## config.mk

```make
export PLATFORM = sky130hd
export DESIGN_NAME = sdii_top
export DESIGN_NICKNAME = d
export VERILOG_FILES = /design/src/core/sdii_pkg.sv /design/src/core/sdii_sync.sv /design/src/core/sdii_interp.sv /design/src/core/sdii_top.sv
export SDC_FILE = /design/constraint.sdc
export NUM_CORES = 1
export LEC_CHECK = 0
export BUFFER_PORTS_ARGS = -buffer_cell sky130_fd_sc_hd__buf_4
export CORE_MARGIN = 2
export CORE_UTILIZATION = 50
export DETAILED_ROUTE_END_ITERATION = 10
export MAX_ROUTING_LAYER = met4
export PLACE_DENSITY = 0.73
export SETUP_SLACK_MARGIN = 0.05
export SYNTH_ARGS = -nofsm -noshare
export SYNTH_HDL_FRONTEND = slang
export SYNTH_SLANG_ARGS = --single-unit
export TNS_END_PERCENT = 100
```

## constraint.sdc

```tcl
create_clock -name sys_clk -period 3.8 [get_ports sys_clk]
set_clock_uncertainty 0.2 [all_clocks]
set_input_delay 0.19 -clock sys_clk [delete_from_list [all_inputs] [get_ports sys_clk]]
set_output_delay 0.19 -clock sys_clk [all_outputs]
set_load 0.01 [all_outputs]
```

## src/core/sdii_pkg.sv

```systemverilog
// Shared constants and types of the serial converter front end.
// Assumes a 10 MHz system clock and an APB bus with 32-bit data.

package sdii_pkg;

  //////////////////////////////////////////////////////////////////////////////
  // Serial frame layout
  localparam int unsigned FRAME_BITS  = 24;
  localparam int unsigned CODE_BITS   = 18;
  localparam int unsigned COARSE_BITS = 16;
  localparam int unsigned FINE_BITS   = 2;
  localparam int unsigned CODE_MSB    = 19;
  localparam int unsigned CODE_LSB    = 2;
  localparam int unsigned CNT_W       = 5;
  localparam logic [CNT_W-1:0] LAST_BIT_IDX = 5'h17;

  // Power-up codes
  localparam logic [CODE_BITS-1:0] ZERO_CODE = 18'h00000;
  localparam logic [CODE_BITS-1:0] MID_CODE  = 18'h20000;

  //////////////////////////////////////////////////////////////////////////////
  // Timing
  localparam int unsigned SYS_CLK_HZ     = 10_000_000;
  localparam int unsigned INTERP_RATE_HZ = 10_000;
  localparam int unsigned INTERP_DIV     = SYS_CLK_HZ / INTERP_RATE_HZ;
  localparam int unsigned INTERP_SLOTS   = 4;

  //////////////////////////////////////////////////////////////////////////////
  // APB register map, byte addresses
  localparam int unsigned APB_DATA_W = 32;
  localparam logic [7:0] CTRL_OFFSET   = 8'h00;
  localparam logic [7:0] STATUS_OFFSET = 8'h04;
  localparam logic [7:0] CODE_OFFSET   = 8'h08;
  localparam logic [7:0] LEVEL_OFFSET  = 8'h0C;

  // Field positions
  localparam int unsigned CTRL_LINK_EN_BIT   = 0;
  localparam int unsigned STAT_ABORT_BIT     = 0;
  localparam int unsigned STAT_LOADED_BIT    = 1;
  localparam int unsigned STAT_ACTIVE_BIT    = 2;
  localparam int unsigned STAT_CNT_LSB       = 8;
  localparam logic        CTRL_LINK_EN_RESET = 1'b1;

  // Frame receiver states
  typedef enum logic [1:0] {
    FR_IDLE,
    FR_SHIFT,
    FR_DONE
  } sdii_frame_e;

endpackage : sdii_pkg

```

## src/core/sdii_sync.sv

```systemverilog
// Two-flop synchroniser for levels from outside the clock domain.
// Assumes each bit is a slow level; no bus coherence between bits.

`timescale 1ns/1ns
`default_nettype none

module sdii_sync #(
  parameter int unsigned     WIDTH     = 1,
  parameter logic [WIDTH-1:0] RESET_VAL = '0
) (
  // Clock and reset
  input  wire logic             sys_clk,
  input  wire logic             rst_n,
  // Levels
  input  wire logic [WIDTH-1:0] asyncIn,
  output logic      [WIDTH-1:0] syncOut
);

  typedef struct packed {
    logic [WIDTH-1:0] stage1;
    logic [WIDTH-1:0] stage2;
  } sdii_sync_s;

  sdii_sync_s r_reg;
  sdii_sync_s r_next;

  always_comb begin
    r_next        = r_reg;
    r_next.stage1 = asyncIn;
    r_next.stage2 = r_reg.stage1;
  end

  always_ff @(posedge sys_clk or negedge rst_n) begin
    if (!rst_n) begin
      r_reg <= {RESET_VAL, RESET_VAL};
    end else begin
      r_reg <= r_next;
    end
  end

  assign syncOut = r_reg.stage2;

endmodule : sdii_sync

`default_nettype wire

```

## src/core/sdii_interp.sv

```systemverilog
// Interpolator: dithers a 16-bit coarse code with a 2-bit fine field.
// Assumes the code input comes from logic on the same clock.

`timescale 1ns/1ns
`default_nettype none

module sdii_interp
  import sdii_pkg::*;
#(
  parameter int unsigned DIV = INTERP_DIV
) (
  // Clock and reset
  input  wire logic                   sys_clk,
  input  wire logic                   rst_n,
  // Converter code
  input  wire logic [CODE_BITS-1:0]   code,
  // Converter drive
  output logic      [COARSE_BITS-1:0] level,
  output logic                        refresh
);

  localparam int unsigned DIV_W = $clog2(DIV);
  localparam logic [DIV_W-1:0] DIV_LAST = DIV_W'(DIV - 1);

  typedef struct packed {
    logic [DIV_W-1:0]       divCnt;
    logic [FINE_BITS-1:0]   slot;
    logic [COARSE_BITS-1:0] level;
    logic                   refresh;
  } sdii_interp_s;

  sdii_interp_s r_reg;
  sdii_interp_s r_next;

  logic [COARSE_BITS-1:0] coarse;
  logic [FINE_BITS-1:0]   fine;

  assign coarse = code[CODE_BITS-1:FINE_BITS];
  assign fine   = code[FINE_BITS-1:0];

  always_comb begin
    r_next         = r_reg;
    r_next.refresh = 1'b0;
    if (r_reg.divCnt == DIV_LAST) begin
      r_next.divCnt  = '0;
      r_next.slot    = r_reg.slot + 1'b1;
      r_next.refresh = 1'b1;
    end else begin
      r_next.divCnt = r_reg.divCnt + 1'b1;
    end
    // Plus one in 'fine' of the four slots; full scale saturates
    if ((r_reg.slot < fine) && (coarse != '1)) begin
      r_next.level = coarse + 1'b1;
    end else begin
      r_next.level = coarse;
    end
  end

  always_ff @(posedge sys_clk or negedge rst_n) begin
    if (!rst_n) begin
      r_reg <= '0;
    end else begin
      r_reg <= r_next;
    end
  end

  assign level   = r_reg.level;
  assign refresh = r_reg.refresh;

endmodule : sdii_interp

`default_nettype wire

```

## src/core/sdii_top.sv

```systemverilog
// Serial converter front end: 24-bit frame receiver, converter register,
// power-up code, interpolator and an APB register slave.
// Assumes the serial pins are asynchronous and far slower than sys_clk.
//
// Register access over APB and the register addresses were decided locally.

`timescale 1ns/1ns
`default_nettype none

module sdii_top
  import sdii_pkg::*;
#(
  parameter logic        PWRUP_MIDSCALE = 1'b0,
  parameter int unsigned APB_ADDR_W     = 8,
  parameter int unsigned DIV            = INTERP_DIV
) (
  // Clock and reset
  input  wire logic                   sys_clk,
  input  wire logic                   rst_n,

  // APB slave
  input  wire logic                   psel,
  input  wire logic                   penable,
  input  wire logic                   pwrite,
  input  wire logic [APB_ADDR_W-1:0]  paddr,
  input  wire logic [APB_DATA_W-1:0]  pwdata,
  output logic      [APB_DATA_W-1:0]  prdata,
  output logic                        pready,
  output logic                        pslverr,

  // Serial link pins
  input  wire logic                   frameSelN,
  input  wire logic                   serialClk,
  input  wire logic                   serialData,

  // Converter drive
  output logic      [CODE_BITS-1:0]   dacCode,
  output logic      [COARSE_BITS-1:0] dacLevel,
  output logic                        dacRefresh
);

  //////////////////////////////////////////////////////////////////////////////
  // Constants

  // Midscale: only the top code bit set
  localparam logic [CODE_BITS-1:0] PWRUP_CODE =
    PWRUP_MIDSCALE ? MID_CODE : ZERO_CODE;

  //////////////////////////////////////////////////////////////////////////////
  // State

  typedef struct packed {
    sdii_frame_e           state;
    logic [FRAME_BITS-1:0] shift;
    logic [CNT_W-1:0]      bitCnt;
    logic [CODE_BITS-1:0]  code;
    logic                  loaded;
    logic                  abortSeen;
    logic                  linkEnable;
    logic                  sclkPrev;
    logic                  selPrev;
    logic                  pready;
    logic                  pslverr;
    logic [APB_DATA_W-1:0] prdata;
  } sdii_top_s;

  sdii_top_s r_reg;
  sdii_top_s r_next;

  logic                   selS;
  logic                   sclkS;
  logic                   dataS;
  logic [COARSE_BITS-1:0] levelQ;
  logic                   refreshQ;

  //////////////////////////////////////////////////////////////////////////////
  // Pin synchronisers

  // Select idles high, so its chain resets high to avoid a false start
  sdii_sync #(
    .WIDTH     (1),
    .RESET_VAL (1'b1)
  ) u_sel_sync (
    .sys_clk (sys_clk),
    .rst_n   (rst_n),
    .asyncIn (frameSelN),
    .syncOut (selS)
  );

  // Clock and data share one chain, keeping their relative delay equal
  sdii_sync #(
    .WIDTH     (2),
    .RESET_VAL (2'h0)
  ) u_bit_sync (
    .sys_clk (sys_clk),
    .rst_n   (rst_n),
    .asyncIn ({serialClk, serialData}),
    .syncOut ({sclkS, dataS})
  );

  //////////////////////////////////////////////////////////////////////////////
  // Edge detection on the synchronised pins

  logic sclkFall;
  logic selRise;
  logic selFall;

  assign sclkFall = r_reg.sclkPrev & ~sclkS;
  assign selRise  = ~r_reg.selPrev & selS;
  assign selFall  = r_reg.selPrev & ~selS;

  //////////////////////////////////////////////////////////////////////////////
  // APB decode

  logic                  apbSetup;
  logic                  apbAccess;
  logic [APB_DATA_W-1:0] rdValue;
  logic                  addrHit;
  logic [APB_DATA_W-1:0] statusWord;

  assign apbSetup  = psel & ~penable;
  assign apbAccess = psel & penable & r_reg.pready;

  always_comb begin
    statusWord                              = '0;
    statusWord[STAT_ABORT_BIT]              = r_reg.abortSeen;
    statusWord[STAT_LOADED_BIT]             = r_reg.loaded;
    statusWord[STAT_ACTIVE_BIT]             = (r_reg.state == FR_SHIFT);
    statusWord[STAT_CNT_LSB +: CNT_W]       = r_reg.bitCnt;
  end

  always_comb begin
    rdValue = '0;
    addrHit = 1'b1;
    case (paddr[7:0])
      CTRL_OFFSET: begin
        rdValue[CTRL_LINK_EN_BIT] = r_reg.linkEnable;
      end
      STATUS_OFFSET: begin
        rdValue = statusWord;
      end
      CODE_OFFSET: begin
        rdValue[CODE_BITS-1:0] = r_reg.code;
      end
      LEVEL_OFFSET: begin
        rdValue[COARSE_BITS-1:0] = levelQ;
      end
      default: begin
        addrHit = 1'b0;
      end
    endcase
  end

  //////////////////////////////////////////////////////////////////////////////
  // Next state

  always_comb begin
    r_next          = r_reg;
    r_next.sclkPrev = sclkS;
    r_next.selPrev  = selS;

    // No wait state: answer prepared in setup, presented in access
    if (apbSetup) begin
      r_next.pready  = 1'b1;
      r_next.pslverr = ~addrHit;
      r_next.prdata  = pwrite ? '0 : rdValue;
    end else begin
      r_next.pready  = 1'b0;
      r_next.pslverr = 1'b0;
      r_next.prdata  = '0;
    end

    // Register writes; abort set below wins over a clear here
    if (apbAccess && pwrite && addrHit) begin
      case (paddr[7:0])
        CTRL_OFFSET: begin
          r_next.linkEnable = pwdata[CTRL_LINK_EN_BIT];
        end
        STATUS_OFFSET: begin
          if (pwdata[STAT_ABORT_BIT]) begin
            r_next.abortSeen = 1'b0;
          end
        end
        default: begin
          r_next.linkEnable = r_reg.linkEnable;
        end
      endcase
    end

    // Frame receiver
    case (r_reg.state)
      FR_IDLE: begin
        // Only a falling select edge opens a frame
        if (selFall && r_reg.linkEnable) begin
          r_next.state  = FR_SHIFT;
          r_next.shift  = '0;
          r_next.bitCnt = '0;
        end
      end
      FR_SHIFT: begin
        if (selRise || !r_reg.linkEnable) begin
          // Early rise: drop partial bits, code and mode untouched
          r_next.state  = FR_IDLE;
          r_next.shift  = '0;
          r_next.bitCnt = '0;
          if (selRise) begin
            r_next.abortSeen = 1'b1;
          end
        end else if (sclkFall) begin
          // Most significant bit arrives first
          r_next.shift = {r_reg.shift[FRAME_BITS-2:0], dataS};
          if (r_reg.bitCnt == LAST_BIT_IDX) begin
            // Top two and reserved pair dropped, trailing two dropped
            r_next.code   = r_next.shift[CODE_MSB:CODE_LSB];
            r_next.loaded = 1'b1;
            r_next.state  = FR_DONE;
          end else begin
            r_next.bitCnt = r_reg.bitCnt + 1'b1;
          end
        end
      end
      FR_DONE: begin
        // Extra clock edges ignored until select is raised
        if (selS) begin
          r_next.state  = FR_IDLE;
          r_next.bitCnt = '0;
        end
      end
      default: begin
        r_next.state = FR_IDLE;
      end
    endcase
  end

  //////////////////////////////////////////////////////////////////////////////
  // State register

  always_ff @(posedge sys_clk or negedge rst_n) begin
    if (!rst_n) begin
      r_reg            <= '0;
      r_reg.state      <= FR_IDLE;
      r_reg.code       <= PWRUP_CODE;
      r_reg.linkEnable <= CTRL_LINK_EN_RESET;
      r_reg.selPrev    <= 1'b1;
    end else begin
      r_reg <= r_next;
    end
  end

  //////////////////////////////////////////////////////////////////////////////
  // Interpolator

  sdii_interp #(
    .DIV (DIV)
  ) u_interp (
    .sys_clk (sys_clk),
    .rst_n   (rst_n),
    .code    (r_reg.code),
    .level   (levelQ),
    .refresh (refreshQ)
  );

  //////////////////////////////////////////////////////////////////////////////
  // Outputs

  assign prdata     = r_reg.prdata;
  assign pready     = r_reg.pready;
  assign pslverr    = r_reg.pslverr;
  assign dacCode    = r_reg.code;
  assign dacLevel   = levelQ;
  assign dacRefresh = refreshQ;

endmodule : sdii_top

`default_nettype wire

```

==> summary.md, run 1 <==
| Metric | Value |
|---|---|
| Period minus WS final | `2.27 ns` |
| Period Utilization, post-route | `59.8%` |
| WP data required | `3.84 ns` |
| Yosys top cell by area | `dfrtp_1` |
| Horiz. Die Dim | `104 um` |
| Final Hold Viols | `0` |
| Post-synthesis sequential area ratio | `52.4%` |
| Min Hold Slack | `0.0130 ns` |
| CTS root buf | `clkbuf_8` |
| Post-synth EDFFs | `0` |
| Initial antenna violation count | `0` |
| P&R area growth vs syn | `9.48%` |
| Slew @ Worst Pin | `1.08 ns` |
| Synthesis-stage register bit count | `104` |
| First-pass GRT wire length | `15600 um` |
| Full die area | `0.0108 sq mm` |
| Grt ovf | `0` |
| F_max | `0.440 GHz` |
| Power Density | `334 mW/mm^2` |
| Count leader, synth | `dfrtp_1` |
| DP Area | `0.00519 sq mm` |
| RSZ-0062 raised after global routing | `no` |
| VDD IR max | `0.000218 V` |
| CTS tree | `yes` |
| Clk sink count | `104` |
| Synth Instances | `424` |
| DP HPWL | `6390 um` |
| Max Fanout on Critical Path | `7` |
| Initial Util | `51.1%` |
| Critical Path Start Type | `flop` |
| Ys flop type | `dfrtp_1` |
| Routed WL per cell | `15.9 um` |
| Routed wire length | `9360 um` |
| HP Class | `in -> reg` |
| Fraction of registers with async set/reset | `100%` |
| Max Slew Vio Count | `0` |
| Share of the synthesized area in the top cell type | `50.3%` |
| Worst Path Arrival | `2.31 ns` |
| Post-DR vias/cell | `5.30` |
| Top-Level Pins | `117` |
| Setup Crit Path Kind | `reg -> reg` |
| Crit. End Element | `flop` |
| Total GRT Usage | `18.4%` |
| Post-Syn Area | `0.00497 sq mm` |
| Leakage | `2.59 nW` |
| Synth unique cells | `58` |
| Ant. Diodes | `0` |
| Number of global-route vias before repair | `3196` |
| Clk Latency, worst-skew pair | `0.36 ns` |
| Num rows | `36` |
| # H-tree levels | `3` |
| Final Cell Area | `0.00545 sq mm` |
| Layout cells sized above 1 | `28.2%` |
| Clock transition at the registers of the reported paths | `0.10 ns` |
| Outcome | `finished clean` |
| CTS Buf Count | `9` |
| Yosys Warn Count | `0` |
| # setup viols final | `0` |
| Post-CTS sizing | `0` |
| Final ANT Viol Nets | `0` |
| Via Count | `3125` |
| Routability cong. | `0.852` |
| Avg Inst Size Synth | `11.7 sq um` |
| Clock Path Buffers | `2` |
| Post-CTS Setup Inserts | `0` |
| CORE AREA | `0.00973 sq mm` |
| Synth top area cells | `dfrtp_1 50%, buf_4 10%, mux2_2 4.5%, a22o_1 3.5%, mux2i_1 3.0%` |
| Synth top cells by count | `100 x dfrtp_1, 69 x buf_4, 32 x nor2_1` |
| Max FFs per register | `31` |
| Setup tns final | `0 ns` |
| Initial DRC Count | `95` |
| # port buffers | `71` |
| Die H | `104 um` |
| TritonRoute pass-1 iters | `4` |
| Fin nets | `504` |
| Largest net degree at the start of global routing | `87` |
| # DRC | `0` |
| Max cap viols | `0` |
| Slew Limit Headroom | `28.1%` |
==> worst max-delay path: stages, from the launching register on <==
cell and delay [ns]:
dfrtp_1 0.53, ha_1 0.27, and4_1 0.28, nand4_1 0.32, nand2_1 0.22, mux2_2 0.34
==> final timing paths <==
check / from / endpoint / depth (start not counted) / slack [ns]
worst max-delay path: dacCode[2]$_DFFE_PN0P_ / u_interp.level[1]$_DFF_PN0_ / 5 / 1.53
worst min-delay path: paddr[3] / r_reg[36]$_DFFE_PN1P_ / 3 / 0.01
worst max register to register: dacCode[2]$_DFFE_PN0P_ / u_interp.level[1]$_DFF_PN0_ / 5 / 1.53
worst min register to register: u_bit_sync.r_next[0]$_DFF_PN0_ / u_bit_sync.syncOut[0]$_DFF_PN0_ / 0 / 0.16
max in group asynchronous: rst_n / dacCode[12]$_DFFE_PN0P_ / 3 / 2.16
min in group asynchronous: rst_n / u_bit_sync.r_next[1]$_DFF_PN0_ / 2 / 0.37
==> per-stage QoR <==
stage	util [%]	worst slack, ns	power [mW]	instances
after global routing	56.0	1.33	1.89	590
after floorplan	-	1.89	1.17	437
after global placement	53.3	1.65	1.20	566
after CTS	56.0	1.55	1.84	590
after detailed placement	53.3	1.59	1.20	566
final	56.0	1.53	1.82	590
==> layout make-up <==
type	instances	area, sq um
clock buffers	9	124
clock inverters	7	55.1
fillers	827	4280
inverters	8	30.0
multi-input cells	247	1830
flip-flops and latches	104	2610
well taps	133	166
repair buffers	82	636
==> cells by family after synthesis <==
family,synth area share [%]
other,0.0754
buffers and inverters,11.8
multiplexers,8.30
adder cells (fa/ha/maj),1.01
AND/OR/NAND/NOR,13.1
flip-flops,52.4
XOR/XNOR,3.52
AO/OA/AOI/OAI,9.73
==> cell usage in the layout, fill, tap and decap left out, types with 10 or more instances in the layout <==
cell type  synthesis  routed
buf_4             69      74
nand3_1           10      10
nand4_1           14      14
xnor2_1           16      16
dfrtp_1          100     100
conb_1             1      14
nor2_1            32      32
a22o_1            20      20
mux2i_1           15      15
nand2_1           10      10
mux2_2            20      20
==> power by group <==
| group | switching, mW | total [mW] | leakage, nW | internal (mW) |
|---|---|---|---|---|
| combinational | 0.0456 | 0.0715 | 1.09 | 0.0259 |
| clock | 0.384 | 0.630 | 0.0915 | 0.245 |
| sequential | 0.00345 | 1.12 | 1.41 | 1.11 |
==> metal layers <==
metal  vias up  track usage [%]  share of wire, %
met5         -                -                 0
li1       1464                -                 -
met3        18             3.52               3.7
met2        69             31.0                50
met1      1574             22.2                44
met4         0             6.56               2.1
==> repair_timing <==
item                                   in CTS  in global routing
hold buffers                                8                  0
setup endpoints to repair                   0                  0
endpoints found under the hold margin      88                  0
No activity file was read; power rests on OpenSTA's default activity.
==> inputs of run 2 (changes only) <==
Settings changed: CORE_UTILIZATION 50 to 49, PLACE_DENSITY 0.73 to 0.75.
Clock period 3.8 ns to 2 ns, I/O delays scaled along.
==> summary.md, run 2 (synthesis gave the netlist of run 1 again) <==
| Metric | Value |
|---|---|
| Outcome | `finished clean (unchanged)` |
| Fillers | `815 (was 827)` |
| Commonest non-fill, non-tap cells in the layout | `102 x buf_4, 99 x dfrtp_1, 32 x nor2_1 (was 100 x dfrtp_1, 74 x buf_4, 32 x nor2_1)` |
| Top-Level Pins | `117 (unchanged)` |
| DP Area | `0.00546 sq mm (was 0.00519 sq mm)` |
| CTS Buf Count | `9 (unchanged)` |
| Most common cell after layout, fill and taps aside | `buf_4 (was dfrtp_1)` |
| HP Class | `in -> reg (unchanged)` |
| Fin util | `59.3% (was 56.0%)` |
| Period Utilization, post-route | `96.3% (was 59.8%)` |
| Max Fanout on Critical Path | `5 (was 7)` |
| CORE AREA | `0.00982 sq mm (was 0.00973 sq mm)` |
| CTS root buf | `clkbuf_8 (unchanged)` |
| # H-tree levels | `3 (unchanged)` |
| # port buffers | `71 (unchanged)` |
| Initial Util | `50.7% (was 51.1%)` |
| Number of global-route vias before repair | `3258 (was 3196)` |
| Max Slew Vio Count | `0 (unchanged)` |
| # setup viols final | `0 (unchanged)` |
| RSZ-0062 raised after global routing | `yes (was no)` |
| Routed WL per cell | `15.4 um (was 15.9 um)` |
| # DRC | `0 (unchanged)` |
| Period minus WS final | `1.93 ns (was 2.27 ns)` |
| Clock transition at the registers of the reported paths | `0.09 ns (was 0.10 ns)` |
| Layout cells sized above 1 | `33.0% (was 28.2%)` |
| Initial antenna violation count | `0 (unchanged)` |
| Routability cong. | `0.859 (was 0.852)` |
| First-pass GRT wire length | `15900 um (was 15600 um)` |
| Total GRT Usage | `18.7% (was 18.4%)` |
| Fin nets | `543 (was 504)` |
| VDD IR max | `0.000302 V (was 0.000218 V)` |
| Post-DR vias/cell | `5.23 (was 5.30)` |
| Leakage | `2.80 nW (was 2.59 nW)` |
| Crit. End Element | `flop (unchanged)` |
| Via Count | `3282 (was 3125)` |
| R2R setup slack | `0.07 ns (was 1.53 ns)` |
| Grt ovf | `0 (unchanged)` |
| Total power | `3.40 mW (was 1.82 mW)` |
| Max cap viols | `0 (unchanged)` |
| Horiz. Die Dim | `105 um (was 104 um)` |
| Largest net degree at the start of global routing | `80 (was 87)` |
| Final ANT Viol Nets | `0 (unchanged)` |
| Area of the multi-input gates | `0.00186 sq mm (was 0.00183 sq mm)` |
| Post-route insts no fill | `627 (was 590)` |
| Setup Crit Path Kind | `reg -> reg (unchanged)` |
| F_max | `0.519 GHz (was 0.440 GHz)` |
| Die H | `105 um (was 104 um)` |
| Ant. Diodes | `0 (unchanged)` |
| Full die area | `0.0110 sq mm (was 0.0108 sq mm)` |
| DP HPWL | `6700 um (was 6390 um)` |
| Clk sink count | `104 (unchanged)` |
| Register Area | `0.00261 sq mm (about the same)` |
| Slew Limit Headroom | `36.6% (was 28.1%)` |
| P&R area growth vs syn | `17.1% (was 9.48%)` |
| TritonRoute pass-1 iters | `4 (unchanged)` |
| CTS tree | `yes (unchanged)` |
| Critical Path Start Type | `flop (unchanged)` |
| Placed insts | `595 (was 566)` |
| Final Cell Area | `0.00583 sq mm (was 0.00545 sq mm)` |
| Clock Path Buffers | `2 (unchanged)` |
| Initial DRC Count | `183 (was 95)` |
| Max FFs per register | `31 (unchanged)` |
| Final Hold Viols | `0 (unchanged)` |
| Routed wire length | `9690 um (was 9360 um)` |
| WP data required | `2.06 ns (was 3.84 ns)` |
| Worst Path Arrival | `1.99 ns (was 2.31 ns)` |
| Power Density | `584 mW/mm^2 (was 334 mW/mm^2)` |
| Clk Latency, worst-skew pair | `0.37 ns (was 0.36 ns)` |
| Slew @ Worst Pin | `0.951 ns (was 1.08 ns)` |
| Num rows | `36 (unchanged)` |
[run 2: cell types whose count changed in the layout (fill, tap and decap cells not counted), sizes merged]
cell / delta
buf: +32
clkinv: -3
dlygate4sd3: +5
clkbuf: +2
inv: -2
dlymetal6s4s: +2
clkinvlp: +1
[run 2: stage by stage]
stage / TNS (ns) / setup WS [ns] / hold WS (ns)
6_report: 0 / 0.0731 / 0.0224
5_1_grt: -0.115 / -0.0600 / 0.0211
4_1_cts: 0 / 0.0536 / 0.00406
3_5_place_dp: 0 / 0.0441 / -0.170
3_3_place_gp: 0 / 0.0700 / -0.175
2_1_floorplan: 0 / 0.0942 / -0.396
[run 2: layout make-up]
type / count / area share (%)
Clock buffer: 11 / 2.43
Clock inverter: 3 / 0.344
Inverter: 8 / 0.515
Multi-Input combinational cell: 247 / 31.9
Sequential cell: 104 / 44.8
Tap cell: 133 / 2.86
Timing Repair Buffer: 121 / 17.2
[run 2: power breakdown]
group | switching [mW] | internal, mW
clock network | 0.658 | 0.471
logic | 0.0897 | 0.0606
registers | 0.00666 | 2.11
[run 2: per-layer routing]
| layer | track usage [%] | routed length, um | vias up |
|---|---|---|---|
| li1 | - | - | 1550 |
| met4 | 8.38 | 185 | 0 |
| met5 | - | 0 | - |
| met1 | 22.6 | 4270 | 1630 |
| met2 | 30.8 | 4840 | 85 |
| met3 | 3.49 | 396 | 17 |
[run 2: critical path: stages, from the launching register on]
cell and delay (ns):
dfrtp_1 0.39, ha_1 0.18, nand4b_1 0.17, a2111o_1 0.47, and2_4 0.20, a32o_1 0.21
[run 2: path summary, 6_finish.rpt]
check,start,endpoint,depth (start not counted)
worst min register to register,u_bit_sync.r_next[1]$_DFF_PN0_,u_bit_sync.syncOut[1]$_DFF_PN0_,0
max in group asynchronous,rst_n,r_reg[86]$_DFFE_PN0P_,3
min in group asynchronous,rst_n,u_sel_sync.syncOut$_DFF_PN1_,2
worst max-delay path,r_reg[57]$_DFFE_PN0P_,r_reg[59]$_DFFE_PN0P_,5
worst max register to register,r_reg[57]$_DFFE_PN0P_,r_reg[59]$_DFFE_PN0P_,5
worst min-delay path,paddr[2],prdata[14]$_DFF_PN0_,3
[run 2: repair_timing]
action,in CTS,in global routing
hold buffers,15,0
buffers inserted,0,3
endpoints found under the setup margin,1,58
pin swaps,1,2
endpoints found under the hold margin,121,0
cloned,0,0
resized for setup,0,11
